$ cat config.mk
export PLATFORM = sky130hd
export DESIGN_NAME = rcrg_guard
export DESIGN_NICKNAME = d
export VERILOG_FILES = /design/src/rcrg_guard.v
export VERILOG_INCLUDE_DIRS = /design/src
export SDC_FILE = /design/constraint.sdc
export NUM_CORES = 1
export LEC_CHECK = 0
export BUFFER_PORTS_ARGS = -buffer_cell sky130_fd_sc_hd__buf_2
export CAP_MARGIN = 30
export CORE_MARGIN = 1.5
export CORE_UTILIZATION = 54
export CTS_BUF_LIST = sky130_fd_sc_hd__clkbuf_8 sky130_fd_sc_hd__clkbuf_16
export CTS_CLUSTER_DIAMETER = 120
export DETAILED_ROUTE_END_ITERATION = 6
export PLACE_DENSITY = 0.84
export SYNTH_ARGS = -nofsm -noshare
export SYNTH_HDL_FRONTEND = slang
export SYNTH_SLANG_ARGS = --single-unit
$ cat constraint.sdc
create_clock -name sys_clk -period 3.9 [get_ports sys_clk]
set_clock_uncertainty 0.2 [all_clocks]
set_input_delay 0.78 -clock sys_clk [delete_from_list [all_inputs] [get_ports sys_clk]]
set_output_delay 0.78 -clock sys_clk [all_outputs]
set_load 0.02 [all_outputs]
$ cat src/rcrg_map.vh
// Purpose: Constants for the rate converter range guard
// Assumes: The master clock is sys_clk at 20 MHz
// Notes:   Periods are counted in master clock cycles
`ifndef RCRG_MAP_VH
`define RCRG_MAP_VH

// Clock rate in kHz, for reference by derived counts
`define RCRG_CLK_KHZ 20000
// Shortest frame period: master clock over 286
`define RCRG_MIN_PER 13'h011E
// Longest frame period: master clock over 2000
`define RCRG_MAX_PER 13'h07D0
// Period assumed for both ports after reset (ratio 1:1)
`define RCRG_INIT_PER 13'h0200
// Mute hold after reset, in master clock cycles
`define RCRG_HOLD_CYC 8'h80
// Frame edges on each port before tracking counts as settled
`define RCRG_SETTLE_EDGES 3'h4
// Guard band near 1:2 and 2:1 is period >> this shift (about 0.2 %)
`define RCRG_GUARD_SH 9
// Output full scale codes
`define RCRG_POS_FS 24'h7F_FFFF
`define RCRG_NEG_FS 24'h80_0000

`endif

$ cat src/rcrg_guard.v
// Purpose: Output range guard of a stereo rate converter: saturation,
//          automatic mute near 1:2 and 2:1 and outside the rate window
// Assumes: Frame clocks arrive on pins; samples come from the filter core
//          on sys_clk
//          Both frame clocks run free as square waves
// Notes:   Samples pass through a two-entry buffer toward the sink
//          A partial first frame after reset is covered by the settle count
`timescale 1ns/1ps
`default_nettype none
`include "rcrg_map.vh"

// Contract
// - Overflowing interpolated sample becomes full scale
// - Mute before exact 1:2 or 2:1
// - No mute farther than one percent from limits
// - No dither added to samples
// - Mute silences both channels together
// - Rate window is master clock over 286..2000
// - Shared reset gives identical deterministic processing
// - Equal or synchronous rates run unmuted
// - Ratio tracking starts at one to one
// - Mute high 128 cycles and while settling
module rcrg_guard #(
    parameter ACC_W = 27,
    parameter OUT_W = 24,
    parameter PER_W = 13
) (
    input wire sys_clk, // Master clock
    input wire resetn, // Synchronous reset, active low
    input wire lr_in_pin, // Input frame clock pin
    input wire lr_out_pin, // Output frame clock pin
    input wire in_valid, // Accumulator samples valid
    output wire in_ready, // Buffer can take a sample
    input wire [ACC_W-1:0] acc_left, // Left accumulator value
    input wire [ACC_W-1:0] acc_right, // Right accumulator value
    output reg out_valid, // Output sample pair valid
    input wire out_ready, // Sink takes the pair
    output reg [OUT_W-1:0] out_left, // Left output word
    output reg [OUT_W-1:0] out_right, // Right output word
    output reg mute // Automatic mute, active high
);

    // Clamp an accumulator value into the output word
    function [OUT_W-1:0] rcrg_sat;
        input [ACC_W-1:0] v;
        reg [ACC_W-OUT_W:0] top;
        begin
            top = v[ACC_W-1:OUT_W-1];
            if (top == {(ACC_W-OUT_W+1){1'b0}} || top == {(ACC_W-OUT_W+1){1'b1}}) begin
                rcrg_sat = v[OUT_W-1:0];
            end else if (v[ACC_W-1]) begin
                rcrg_sat = `RCRG_NEG_FS;
            end else begin
                rcrg_sat = `RCRG_POS_FS;
            end
        end
    endfunction

    // True when a is within the guard band of twice b
    function rcrg_near_double;
        input [PER_W-1:0] a;
        input [PER_W-1:0] b;
        reg [PER_W+1:0] two_b;
        reg [PER_W+1:0] diff;
        begin
            two_b = {1'b0, b, 1'b0};
            if (two_b > {2'b00, a}) begin
                diff = two_b - {2'b00, a};
            end else begin
                diff = {2'b00, a} - two_b;
            end
            rcrg_near_double = diff <= ({2'b00, a} >> `RCRG_GUARD_SH);
        end
    endfunction

    // True when a frame period lies outside the accepted rate window
    function rcrg_off_window;
        input [PER_W-1:0] p;
        begin
            rcrg_off_window = (p < `RCRG_MIN_PER) || (p > `RCRG_MAX_PER);
        end
    endfunction

    wire [1:0] pin_w;
    wire [2*PER_W-1:0] per_w;
    wire [1:0] settled_w;
    wire [1:0] stalled_w;
    assign pin_w = {lr_out_pin, lr_in_pin};

    // Per-port synchroniser, edge detector and period meter
    genvar g;
    generate
        for (g = 0; g < 2; g = g + 1) begin : port
            reg s1_q;
            reg s2_q;
            reg s3_q;
            reg filt_q;
            reg [PER_W-1:0] cnt_q;
            reg [PER_W-1:0] per_q;
            reg [2:0] edges_q;
            wire filt_d;
            wire rise;
            // A level counts once the second and third stages agree
            assign filt_d = (s2_q == s3_q) ? s3_q : filt_q;
            assign rise = filt_d & ~filt_q;
            assign per_w[g*PER_W +: PER_W] = per_q;
            assign settled_w[g] = edges_q == `RCRG_SETTLE_EDGES;
            // A stopped frame clock would leave a legal period behind
            assign stalled_w[g] = cnt_q > `RCRG_MAX_PER;
            always @(posedge sys_clk) begin
                if (!resetn) begin
                    s1_q <= 1'b0;
                    s2_q <= 1'b0;
                    s3_q <= 1'b0;
                    filt_q <= 1'b0;
                    cnt_q <= {PER_W{1'b0}};
                    per_q <= `RCRG_INIT_PER;
                    edges_q <= 3'h0;
                end else begin
                    s1_q <= pin_w[g];
                    s2_q <= s1_q;
                    s3_q <= s2_q;
                    filt_q <= filt_d;
                    if (rise) begin
                        per_q <= cnt_q;
                        cnt_q <= {{(PER_W-1){1'b0}}, 1'b1};
                        if (edges_q != `RCRG_SETTLE_EDGES) begin
                            edges_q <= edges_q + 3'h1;
                        end
                    end else if (cnt_q != {PER_W{1'b1}}) begin
                        cnt_q <= cnt_q + {{(PER_W-1){1'b0}}, 1'b1};
                    end
                end
            end
        end
    endgenerate

    wire [PER_W-1:0] per_in;
    wire [PER_W-1:0] per_out;
    assign per_in = per_w[PER_W-1:0];
    assign per_out = per_w[2*PER_W-1:PER_W];

    reg [7:0] hold_q;
    reg mute_d;
    reg range_bad;
    reg ratio_bad;

    always @* begin
        range_bad = rcrg_off_window(per_in) || rcrg_off_window(per_out) || (|stalled_w);
        // Band far narrower than one percent
        ratio_bad = rcrg_near_double(per_in, per_out) || rcrg_near_double(per_out, per_in);
        // Equal periods raise no ratio mute
        mute_d = (hold_q != `RCRG_HOLD_CYC) || !(&settled_w) || range_bad || ratio_bad;
    end

    // Hold count lets the pipeline drain before mute can drop
    always @(posedge sys_clk) begin
        if (!resetn) begin
            hold_q <= 8'h00;
            mute <= 1'b1;
        end else begin
            if (hold_q != `RCRG_HOLD_CYC) begin
                hold_q <= hold_q + 8'h01;
            end
            mute <= mute_d;
        end
    end

    wire [OUT_W-1:0] new_left;
    wire [OUT_W-1:0] new_right;
    assign new_left = mute ? {OUT_W{1'b0}} : rcrg_sat(acc_left);
    assign new_right = mute ? {OUT_W{1'b0}} : rcrg_sat(acc_right);

    // Two-entry buffer: output register plus skid register
    reg skid_empty_q;
    reg [OUT_W-1:0] skid_left_q;
    reg [OUT_W-1:0] skid_right_q;
    wire accept;
    assign in_ready = skid_empty_q;
    assign accept = in_valid & skid_empty_q;

    always @(posedge sys_clk) begin
        if (!resetn) begin
            out_valid <= 1'b0;
            out_left <= {OUT_W{1'b0}};
            out_right <= {OUT_W{1'b0}};
            skid_empty_q <= 1'b1;
            skid_left_q <= {OUT_W{1'b0}};
            skid_right_q <= {OUT_W{1'b0}};
        end else if (out_ready || !out_valid) begin
            // A parked pair always leaves before a new pair enters
            if (!skid_empty_q) begin
                out_valid <= 1'b1;
                out_left <= skid_left_q;
                out_right <= skid_right_q;
                skid_empty_q <= 1'b1;
            end else begin
                out_valid <= accept;
                if (accept) begin
                    out_left <= new_left;
                    out_right <= new_right;
                end
            end
        end else if (accept) begin
            skid_left_q <= new_left;
            skid_right_q <= new_right;
            skid_empty_q <= 1'b0;
        end
    end

endmodule
`default_nettype wire

==> results.toml, run 1 <==
[die]
core_um2 = 18800
dieHeight_um = 142
die_w_um = 142
initial_utilization = 0.554
floorplan.rows = 50
pin_count = 111
fp.dieArea_um2 = 20100

[synth]
async_flop_share = 0
synth-seq-cells = 173
yosysTopAreaCell = "dfxtp_1"
seq_area_frac_synth = 0.333
synth_warnings = 0
synthTopCellsByArea = "dfxtp_1 33%, ha_1 8.2%, nand2_1 7.0%, o21ai_0 6.3%, o211a_1 4.7%"
synth_cells = 1290
netlist-cell-type-count = 76
synth_top_area_frac = 0.333
synthTopCellsByCount = "195 x nand2_1, 173 x dfxtp_1, 130 x o21ai_0"
synthFlopType = "dfxtp_1"
synth.most_common_cell = "nand2_1"
netlist_area_um2 = 10400
postSynthAreaPerCell_um2 = 8.06
synth-edff-count = 0
synth_fp_nets = 1422

[final_layout]
fill_cells = 1497
instances_no_fill = 1679
n_antenna_cell = 0
nets = 1564
regArea_um2 = 3470
fin_util = 0.656
multi_input_area_um2 = 6410
area_delta_synth_final_pct = 18.3
drive_gt1_frac = 0.190
design_area_um2 = 12300

[detailed_routing]
wl_per_cell_um = 16.6
vias = 9891
viasPerCell = 5.89
drt-initial-drc-count = 711
drc = 0
antenna_left = 0
totalWireLength_um = 27800
dr.pass1.iters = 5

[clock_tree]
cts_tree = "built"
insertion_delay_ns = 0.44
clk_transition_reported_paths_ns = 0.08
cts_made_buffers = 17
ctsHtreeMaxLevel = 4
clock_tree.root_cell = "clkbuf_16"
cts_hold_buf = 0
cts.sinks = 173
cts.path.max_buffers = 2

[grt]
grt_first_pass_wirelength_um = 46000
grt-ovfl-total = 0
antenna_found_initial = 0
grt_max_degree = 97
grt_usage = 0.284
grt_pass1_vias = 9537

[job]
maxCapViolCount = 0

[sta]
fmax_ghz = 0.254
setup_violations = 1
tns_ns = -0.0295
min_period_ns = 3.93
tightest_slew_ns = 0.845
setup_slack_ns = -0.0295
max_slew_margin = 0.431
slew_viol_final = 0
hold_ws_ns = 0.239
hold_viol = 0
timing.final.crit_share = 1.01
rsz0062_at_grt = "true"

[worst_hold_path]
hold_class = "reg -> reg"

[placed_design]
numPortBuffers = 110
dp_hpwl_um = 20100
place.gp.congestion = 0.909
placed_cells = 1646
dpl_cell_area_um2 = 11700

[outcome]
status = "complete, but fails checks"
violations = "setup timing"

[power]
max-vdd-ir-drop_uv = 336
power.leakage_nw = 5.42
power.density_nw_per_um2 = 318

[worst_setup_path]
cp_max_fo = 4
crit_chain = "inv_1 > ha_1 > ha_1 > nand3_1 > nor4_2 > or2_1 > a211oi_2 > nor2_4 > nor2_1 > a21oi_1 > ha_1 > nor2b_1 > o21a_1 > o21a_1 > o21ai_2 > o2111ai_1 > or4_1 > nor3_2 > a41oi_1 > o221ai_2"
crit_buf_inv = 1
cp_common_cell = "ha_1"
crit_family = "simple AND/OR/NAND/NOR gates"
cp-end-kind = "register"
critPathMaxStageDelay_ns = 0.42
crit_required_ns = 4.07
slowest_stage = "or4_1"
worstPathArrival_ns = 4.10
startpoint_type = "register"
worstSetupPathType = "reg -> reg"
stage by stage:
step           total power (W)  setup slack, ns
6_report               0.00391          -0.0295
5_1_grt                0.00403           -0.266
4_1_cts                0.00392          -0.0121
3_5_place_dp           0.00219          -0.0911
3_3_place_gp           0.00218           0.0167
2_1_floorplan          0.00208          0.00186
final cells by class:
| class | instances | share of cell area |
|---|---|---|
| Tap cell | 234 | 0.0238 |
| Inverter | 58 | 0.0177 |
| Sequential cell | 173 | 0.282 |
| Timing Repair Buffer | 206 | 0.106 |
| Clock buffer | 18 | 0.0357 |
| Clock inverter | 14 | 0.0141 |
| Multi-Input combinational cell | 976 | 0.521 |
power breakdown:
| group | internal, W | leakage, nW | switching (W) | total [W] |
|---|---|---|---|---|
| Sequential | 0.00181 | 1.41 | 0.0000309 | 0.00184 |
| Clock | 0.000937 | 0.300 | 0.000817 | 0.00175 |
| Combinational | 0.000124 | 3.72 | 0.000190 | 0.000313 |
path summary, 6_finish.rpt:
path                              to  slack [ns]                     from  depth (start not counted)
max                  mute$_SDFF_PN1_       -0.03  per_out[1]$_SDFFE_PN0P_                         20
min          port[0].s2_q$_SDFF_PN0_        0.24  port[0].s1_q$_SDFF_PN0_                          1
max reg2reg          mute$_SDFF_PN1_       -0.03  per_out[1]$_SDFFE_PN0P_                         20
min reg2reg  port[0].s2_q$_SDFF_PN0_        0.24  port[0].s1_q$_SDFF_PN0_                          1
layer usage:
metal / up-vias / part of all wire / track usage
li1: 4817 / - / -
met1: 4665 / 0.42 / 0.340
met2: 345 / 0.48 / 0.486
met3: 64 / 0.074 / 0.0726
met4: 0 / 0.030 / 0.114
met5: - / 0 / 0
logic make-up after synthesis:
logic type      share of synthesized area
simple gates                        0.210
compound gates                      0.265
flops                               0.333
buf+inv                            0.0546
fa+ha+maj                          0.0895
xor+xnor                           0.0396
mux                               0.00806
layout by cell type, fill, tap and decap left out, types with 5 or more instances in the layout:
cell,n
o21ai_0,126
nand2b_1,5
buf_2,109
o211a_1,49
a21o_1,17
nor3_1,20
nand3_1,29
a21oi_1,61
o21a_1,10
ha_1,67
inv_1,55
nor3b_1,6
nand2_1,195
buf_4,95
clkbuf_16,17
and2_1,62
a31oi_1,5
nor4_1,7
xor2_1,16
nor2_1,60
dfxtp_1,171
and3_1,5
nor2b_1,12
a21boi_0,32
nand4_1,10
mux2i_1,5
o211ai_1,52
xnor2_1,31
sequential cells by signal, summed over array words and instances, names as in the netlist:
register and count:
port.s1_q 2, per_in 13, in_ready 1, skid_right_q 24
mute 1, per_out 13, skid_left_q 24, out_right 24
port.s3_q 2, out_valid 1, out_left 24, port.s2_q 2
port.cnt_q 26, port.filt_q 2, hold_q 8, port.edges_q 6
timing repair:
action                     4_1_cts  5_1_grt
buffers inserted                 0        0
setup endpoints to repair        1        1
resized for setup                5        0
pin swaps                        1        0
No activity file was read; power rests on OpenSTA's default activity.
==> run 2: changes to the inputs <==
==> constraint.sdc (replaced) <==
create_clock -name sys_clk -period 3.9 [get_ports sys_clk]
set_clock_uncertainty 0.2 [all_clocks]
set_input_delay 0.195 -clock sys_clk [delete_from_list [all_inputs] [get_ports sys_clk]]
set_output_delay 0.195 -clock sys_clk [all_outputs]
set_load 0.02 [all_outputs]
==> run 2 against run 1 <==
Effect of this change:
- the run still ends with setup timing left
- highest routed layer unchanged
- critical path depth is the same
- utilization grew 0.85 points
- cell count grew 0.48%
- worst setup slack got worse by 0.025 ns
- critical path type unchanged
- wire length shrank 1.2%
- global-route usage fell by 0.83 points
- combinational power barely moved
- maximum frequency is 0.63% lower
- largest power group unchanged
- power shrank 1.1%
- hold slack lost 0.23 ns
- clock-buffer cell count fell by 1
- sequential power about the same
==> results.toml, run 2 (synthesis gave the netlist of run 1 again) <==
[die]
pin_count = 111
die_w_um = 142
initial_utilization = 0.554
core_um2 = 18800
fp.dieArea_um2 = 20100
dieHeight_um = 142
floorplan.rows = 50

[final_layout]
largest_reg_flops = 26
multi_input_area_um2 = 6540
largest_register = "port.cnt_q"
n_antenna_cell = 0
final_cell_mix = "194 x nand2_1, 168 x dfxtp_1, 127 x o21ai_0"
area_delta_synth_final_pct = 19.9
design_area_um2 = 12500
fill_cells = 1445
drive_gt1_frac = 0.202
nets = 1572
final_common_cell = "nand2_1"
regArea_um2 = 3470

[grt]
grt-ovfl-total = 0
antenna_found_initial = 1
grt_pass1_vias = 9368
grt_first_pass_wirelength_um = 45200
grt_usage = 0.276
grt_max_degree = 88

[worst_setup_path]
worstSetupPathType = "reg -> reg"
cp_max_fo = 4
startpoint_type = "register"
cp-end-kind = "register"
worstPathArrival_ns = 4.10
reg2regPathDepth = 20
crit_required_ns = 4.05

[outcome]
violations = "setup timing"
status = "complete, but fails checks"

[sta]
timing.final.crit_share = 1.01
min_period_ns = 3.95
tightest_slew_ns = 0.927
max_slew_margin = 0.382
hold_viol = 0
hold_ws_ns = 0.0129
fmax_ghz = 0.253
setup_violations = 1
setup_slack_ns = -0.0546
slew_viol_final = 0
rsz0062_at_grt = "true"

[placed_design]
place.gp.congestion = 0.894
dp_hpwl_um = 19700
numPortBuffers = 110
dpl_cell_area_um2 = 11700

[detailed_routing]
totalWireLength_um = 27500
drc = 0
viasPerCell = 5.87
wl_per_cell_um = 16.3
antenna_left = 0
dr.pass1.iters = 5
vias = 9899
drt-initial-drc-count = 774

[clock_tree]
cts.path.max_buffers = 2
clock_tree.root_cell = "clkbuf_16"
cts_tree = "built"
clk_transition_reported_paths_ns = 0.07
cts_made_buffers = 17
ctsHtreeMaxLevel = 4
cts.sinks = 173
insertion_delay_ns = 0.43

[worst_hold_path]
hold_class = "in -> reg"
hold_depth = 4

[power]
power_w = 0.00387
power.leakage_nw = 5.47
max-vdd-ir-drop_uv = 298
power.density_nw_per_um2 = 310

[job]
maxCapViolCount = 0
[run 2: cell count changes in the layout (fill, tap and decap cells not counted), moves of 4 or more]
cell           previous run  this run
dlygate4sd3_1             0         4
ha_1                     67        61
buf_4                    95        99
ha_4                      1         7
[run 2: cell type report]
cell class                 count  share of cell area
multi-input combinational    976               0.524
sequential                   173               0.278
clock buffer                  17              0.0341
timing repair buffer         214               0.109
inverter                      58              0.0175
tap                          234              0.0235
clock inverter                15              0.0131
[run 2: what timing repair did]
action                                  4_1_cts  5_1_grt
hold buffers                                  4        0
setup buffers                                 1        0
endpoints found under the setup margin        1        1
resized for setup                            12       11
pin swaps                                     7        9
hold endpoints to repair                      4        0
[run 2: where the power goes]
| part | total [W] | switching, W | internal (W) |
|---|---|---|---|
| combinational | 0.000313 | 0.000190 | 0.000124 |
| sequential | 0.00184 | 0.0000317 | 0.00181 |
| clock | 0.00171 | 0.000750 | 0.000959 |
[run 2: worst max-delay path, stage by stage, from the launching register on]
cell       delay [ns]
dfxtp_2          0.32
inv_1            0.11
ha_4             0.23
buf_4            0.14
nand4_1          0.10
nor4_2           0.06
or2_1            0.23
a211oi_2         0.31
nor2_4           0.10
nor2_2           0.11
a21oi_2          0.04
ha_1             0.30
nor2b_1          0.14
o21a_1           0.17
o21a_1           0.17
o21ai_2          0.13
o2111ai_1        0.10
or4_1            0.43
nor3_2           0.18
a41oi_2          0.14
o221ai_2         0.16
[run 2: routing by layer]
metal / vias to the layer above / track usage / wire length (µm)
met5: - / 0 / 0
met4: 0 / 0.0912 / 563
met3: 41 / 0.0665 / 1980
met2: 338 / 0.469 / 13100
met1: 4672 / 0.343 / 11800
li1: 4848 / - / -
[run 2: worst paths after layout]
path	from	to	slack (ns)
max	per_in[3]$_SDFFE_PN0P_	mute$_SDFF_PN1_	-0.05
min	in_valid	out_valid$_SDFFE_PN0N_	0.01
max reg2reg	per_in[3]$_SDFFE_PN0P_	mute$_SDFF_PN1_	-0.05
min reg2reg	port[0].s1_q$_SDFF_PN0_	port[0].s2_q$_SDFF_PN0_	0.24
[run 2: stage by stage]
step | cells | worst slack, ns | setup TNS [ns] | utilization
global placement | 1648 | -0.0631 | -0.0631 | 0.621
finish | 1687 | -0.0546 | -0.0546 | 0.664
CTS | 1685 | -0.0432 | -0.0432 | 0.660
floorplan | 1290 | 0.00186 | 0 | -
detailed placement | 1648 | -0.174 | -0.174 | 0.621
global route | 1687 | -0.191 | -0.191 | 0.664
==> run 3: changes to the inputs <==
- BUFFER_PORTS_ARGS: -buffer_cell sky130_fd_sc_hd__buf_2 -> not set
- CORE_UTILIZATION: 54 -> 58
- DONT_BUFFER_PORTS: not set -> 1
- HOLD_SLACK_MARGIN: not set -> 0.03
- PLACE_DENSITY: 0.84 -> 0.83
==> run 3 against run 2 <==
Effect of this change:
- the run still ends with setup timing left
- die area shrank 6.8%
- clock-buffer cell count is the same
- sequential cell count is the same
- non-clock buffer count shrank 64
- worst setup slack lost 0.032 ns
- power shrank 1.1%
- utilization grew 4.4 points
- maximum frequency shrank 0.81%
- hold slack gained 0.098 ns
- critical path depth is the same
- final area shrank 1.1%
- sequential share of layout area grew 0.31 points
- critical endpoint unchanged
- largest cell class unchanged
==> results.toml, run 3 (synthesis gave the netlist of run 1 again) <==
[sta]
min_period_ns = 3.99
tightest_slew_ns = 0.861
timing.final.crit_share = 1.02
slew_viol_final = 0
max_slew_margin = 0.425
setup_slack_ns = -0.0870
hold_viol = 0
rsz0062_at_grt = "true"
fmax_ghz = 0.251
setup_violations = 1

[grt]
grt-ovfl-total = 0
grt_max_degree = 150
met2_usage = 0.542
grt_usage = 0.320
met3_usage = 0.0800
grt_first_pass_wirelength_um = 47400
grt_pass1_vias = 9641
grt_use_met1 = 0.381
top_usage_layer = "met2"
antenna_found_initial = 0

[placed_design]
place.gp.congestion = 0.933
numPortBuffers = 0
dp_hpwl_um = 19000
dpl_cell_area_um2 = 11000

[detailed_routing]
drt-initial-drc-count = 959
vias = 10100
drc = 0
antenna_left = 0
totalWireLength_um = 30000
dr.pass1.iters = 7
wl_per_cell_um = 18.6
viasPerCell = 6.25

[final_layout]
final_cell_mix = "195 x nand2_1, 168 x dfxtp_1, 126 x o21ai_0"
n_antenna_cell = 0
final_common_cell = "nand2_1"
drive_gt1_frac = 0.126
design_area_um2 = 12300
largest_register = "port.cnt_q"
nets = 1508
area_delta_synth_final_pct = 18.5
largest_reg_flops = 26

[worst_setup_path]
crit_chain = "inv_1 > ha_4 > ha_1 > nand3_2 > nor4_4 > or2_1 > a211oi_4 > nor2_4 > nor2_1 > a21oi_1 > ha_1 > nor2b_1 > o21a_1 > o21a_1 > o21ai_2 > o2111ai_1 > or4_1 > nor3_2 > a41oi_2 > o221ai_2"
worstPathArrival_ns = 4.15
worstSetupPathType = "reg -> reg"
cp_max_fo = 4
startpoint_type = "register"
critPathMaxStageDelay_ns = 0.42
cp-end-kind = "register"
slowest_stage = "or4_1"
crit_required_ns = 4.06

[outcome]
violations = "setup timing"
status = "complete, but fails checks"

[power]
power.density_nw_per_um2 = 310
max-vdd-ir-drop_uv = 324
power.leakage_nw = 5.17
power_w = 0.00382

[die]
floorplan.rows = 48
fp.dieArea_um2 = 18700
die_w_um = 137
dieHeight_um = 137
core_um2 = 17400
initial_utilization = 0.597
pin_count = 111

[clock_tree]
cts_made_buffers = 17
clock_tree.root_cell = "clkbuf_16"
cts.path.max_buffers = 2
insertion_delay_ns = 0.44
cts_tree = "built"
cts.sinks = 173
ctsHtreeMaxLevel = 4
clk_transition_reported_paths_ns = 0.08

[worst_hold_path]
hold_class = "in -> reg"

[job]
maxCapViolCount = 0
[run 3: layer usage]
metal / wire (µm) / vias up / part of all wire
met5: 0 / - / 0
met4: 1130 / 0 / 0.038
met3: 2580 / 99 / 0.086
met2: 14400 / 534 / 0.48
met1: 11900 / 4747 / 0.40
li1: - / 4713 / -
[run 3: timing repair]
action / 4_1_cts / 5_1_grt
hold buffers: 54 / 0
setup endpoints to repair: 1 / 1
pin swaps: 5 / 9
setup buffers: 2 / 2
hold endpoints to repair: 172 / 0
cloned: 0 / 0
resized for setup: 10 / 10
[run 3: cell type report]
type	count	area (µm²)
clock inverters	15	150
inverters	58	218
well taps	225	282
repair buffers	150	1280
multi-input cells	976	6500
clock buffers	17	425
flip-flops and latches	173	3470
fillers	1225	5090
[run 3: worst paths after layout]
check | start | end | slack, ns | depth (start not counted)
worst max-delay path | per_out[1]$_SDFFE_PN0P_ | mute$_SDFF_PN1_ | -0.09 | 20
worst min-delay path | acc_right[13] | skid_right_q[13]$_SDFFE_PN0P_ | 0.11 | 3
worst max register to register | per_out[1]$_SDFFE_PN0P_ | mute$_SDFF_PN1_ | -0.09 | 20
worst min register to register | port[0].s1_q$_SDFF_PN0_ | port[0].s2_q$_SDFF_PN0_ | 0.24 | 1
[run 3: worst max-delay path, delay by kind of cell (launching register included)]
family,cells,cell delay (ns)
compound gates,8,1.27
fa+ha+maj,3,0.70
simple gates,8,1.32
flops,1,0.32
buf+inv,1,0.10
[run 3: where the power goes]
group | switching [W] | internal (W)
combinational | 0.000140 | 0.000116
clock | 0.000821 | 0.000852
sequential | 0.0000830 | 0.00181
total | 0.00104 | 0.00278
[run 3: stage by stage]
stage	hold slack, ns	worst slack, ns	utilization	cells	TNS [ns]
6_report	0.111	-0.0870	0.708	1614	-0.0870
5_1_grt	0.130	-0.270	0.708	1614	-0.270
4_1_cts	0.0326	-0.0875	0.704	1611	-0.0875
3_5_place_dp	0.106	-0.129	0.634	1523	-0.129
3_3_place_gp	0.0980	0.0579	0.634	1522	0
2_1_floorplan	0.122	0.00186	-	1290	0
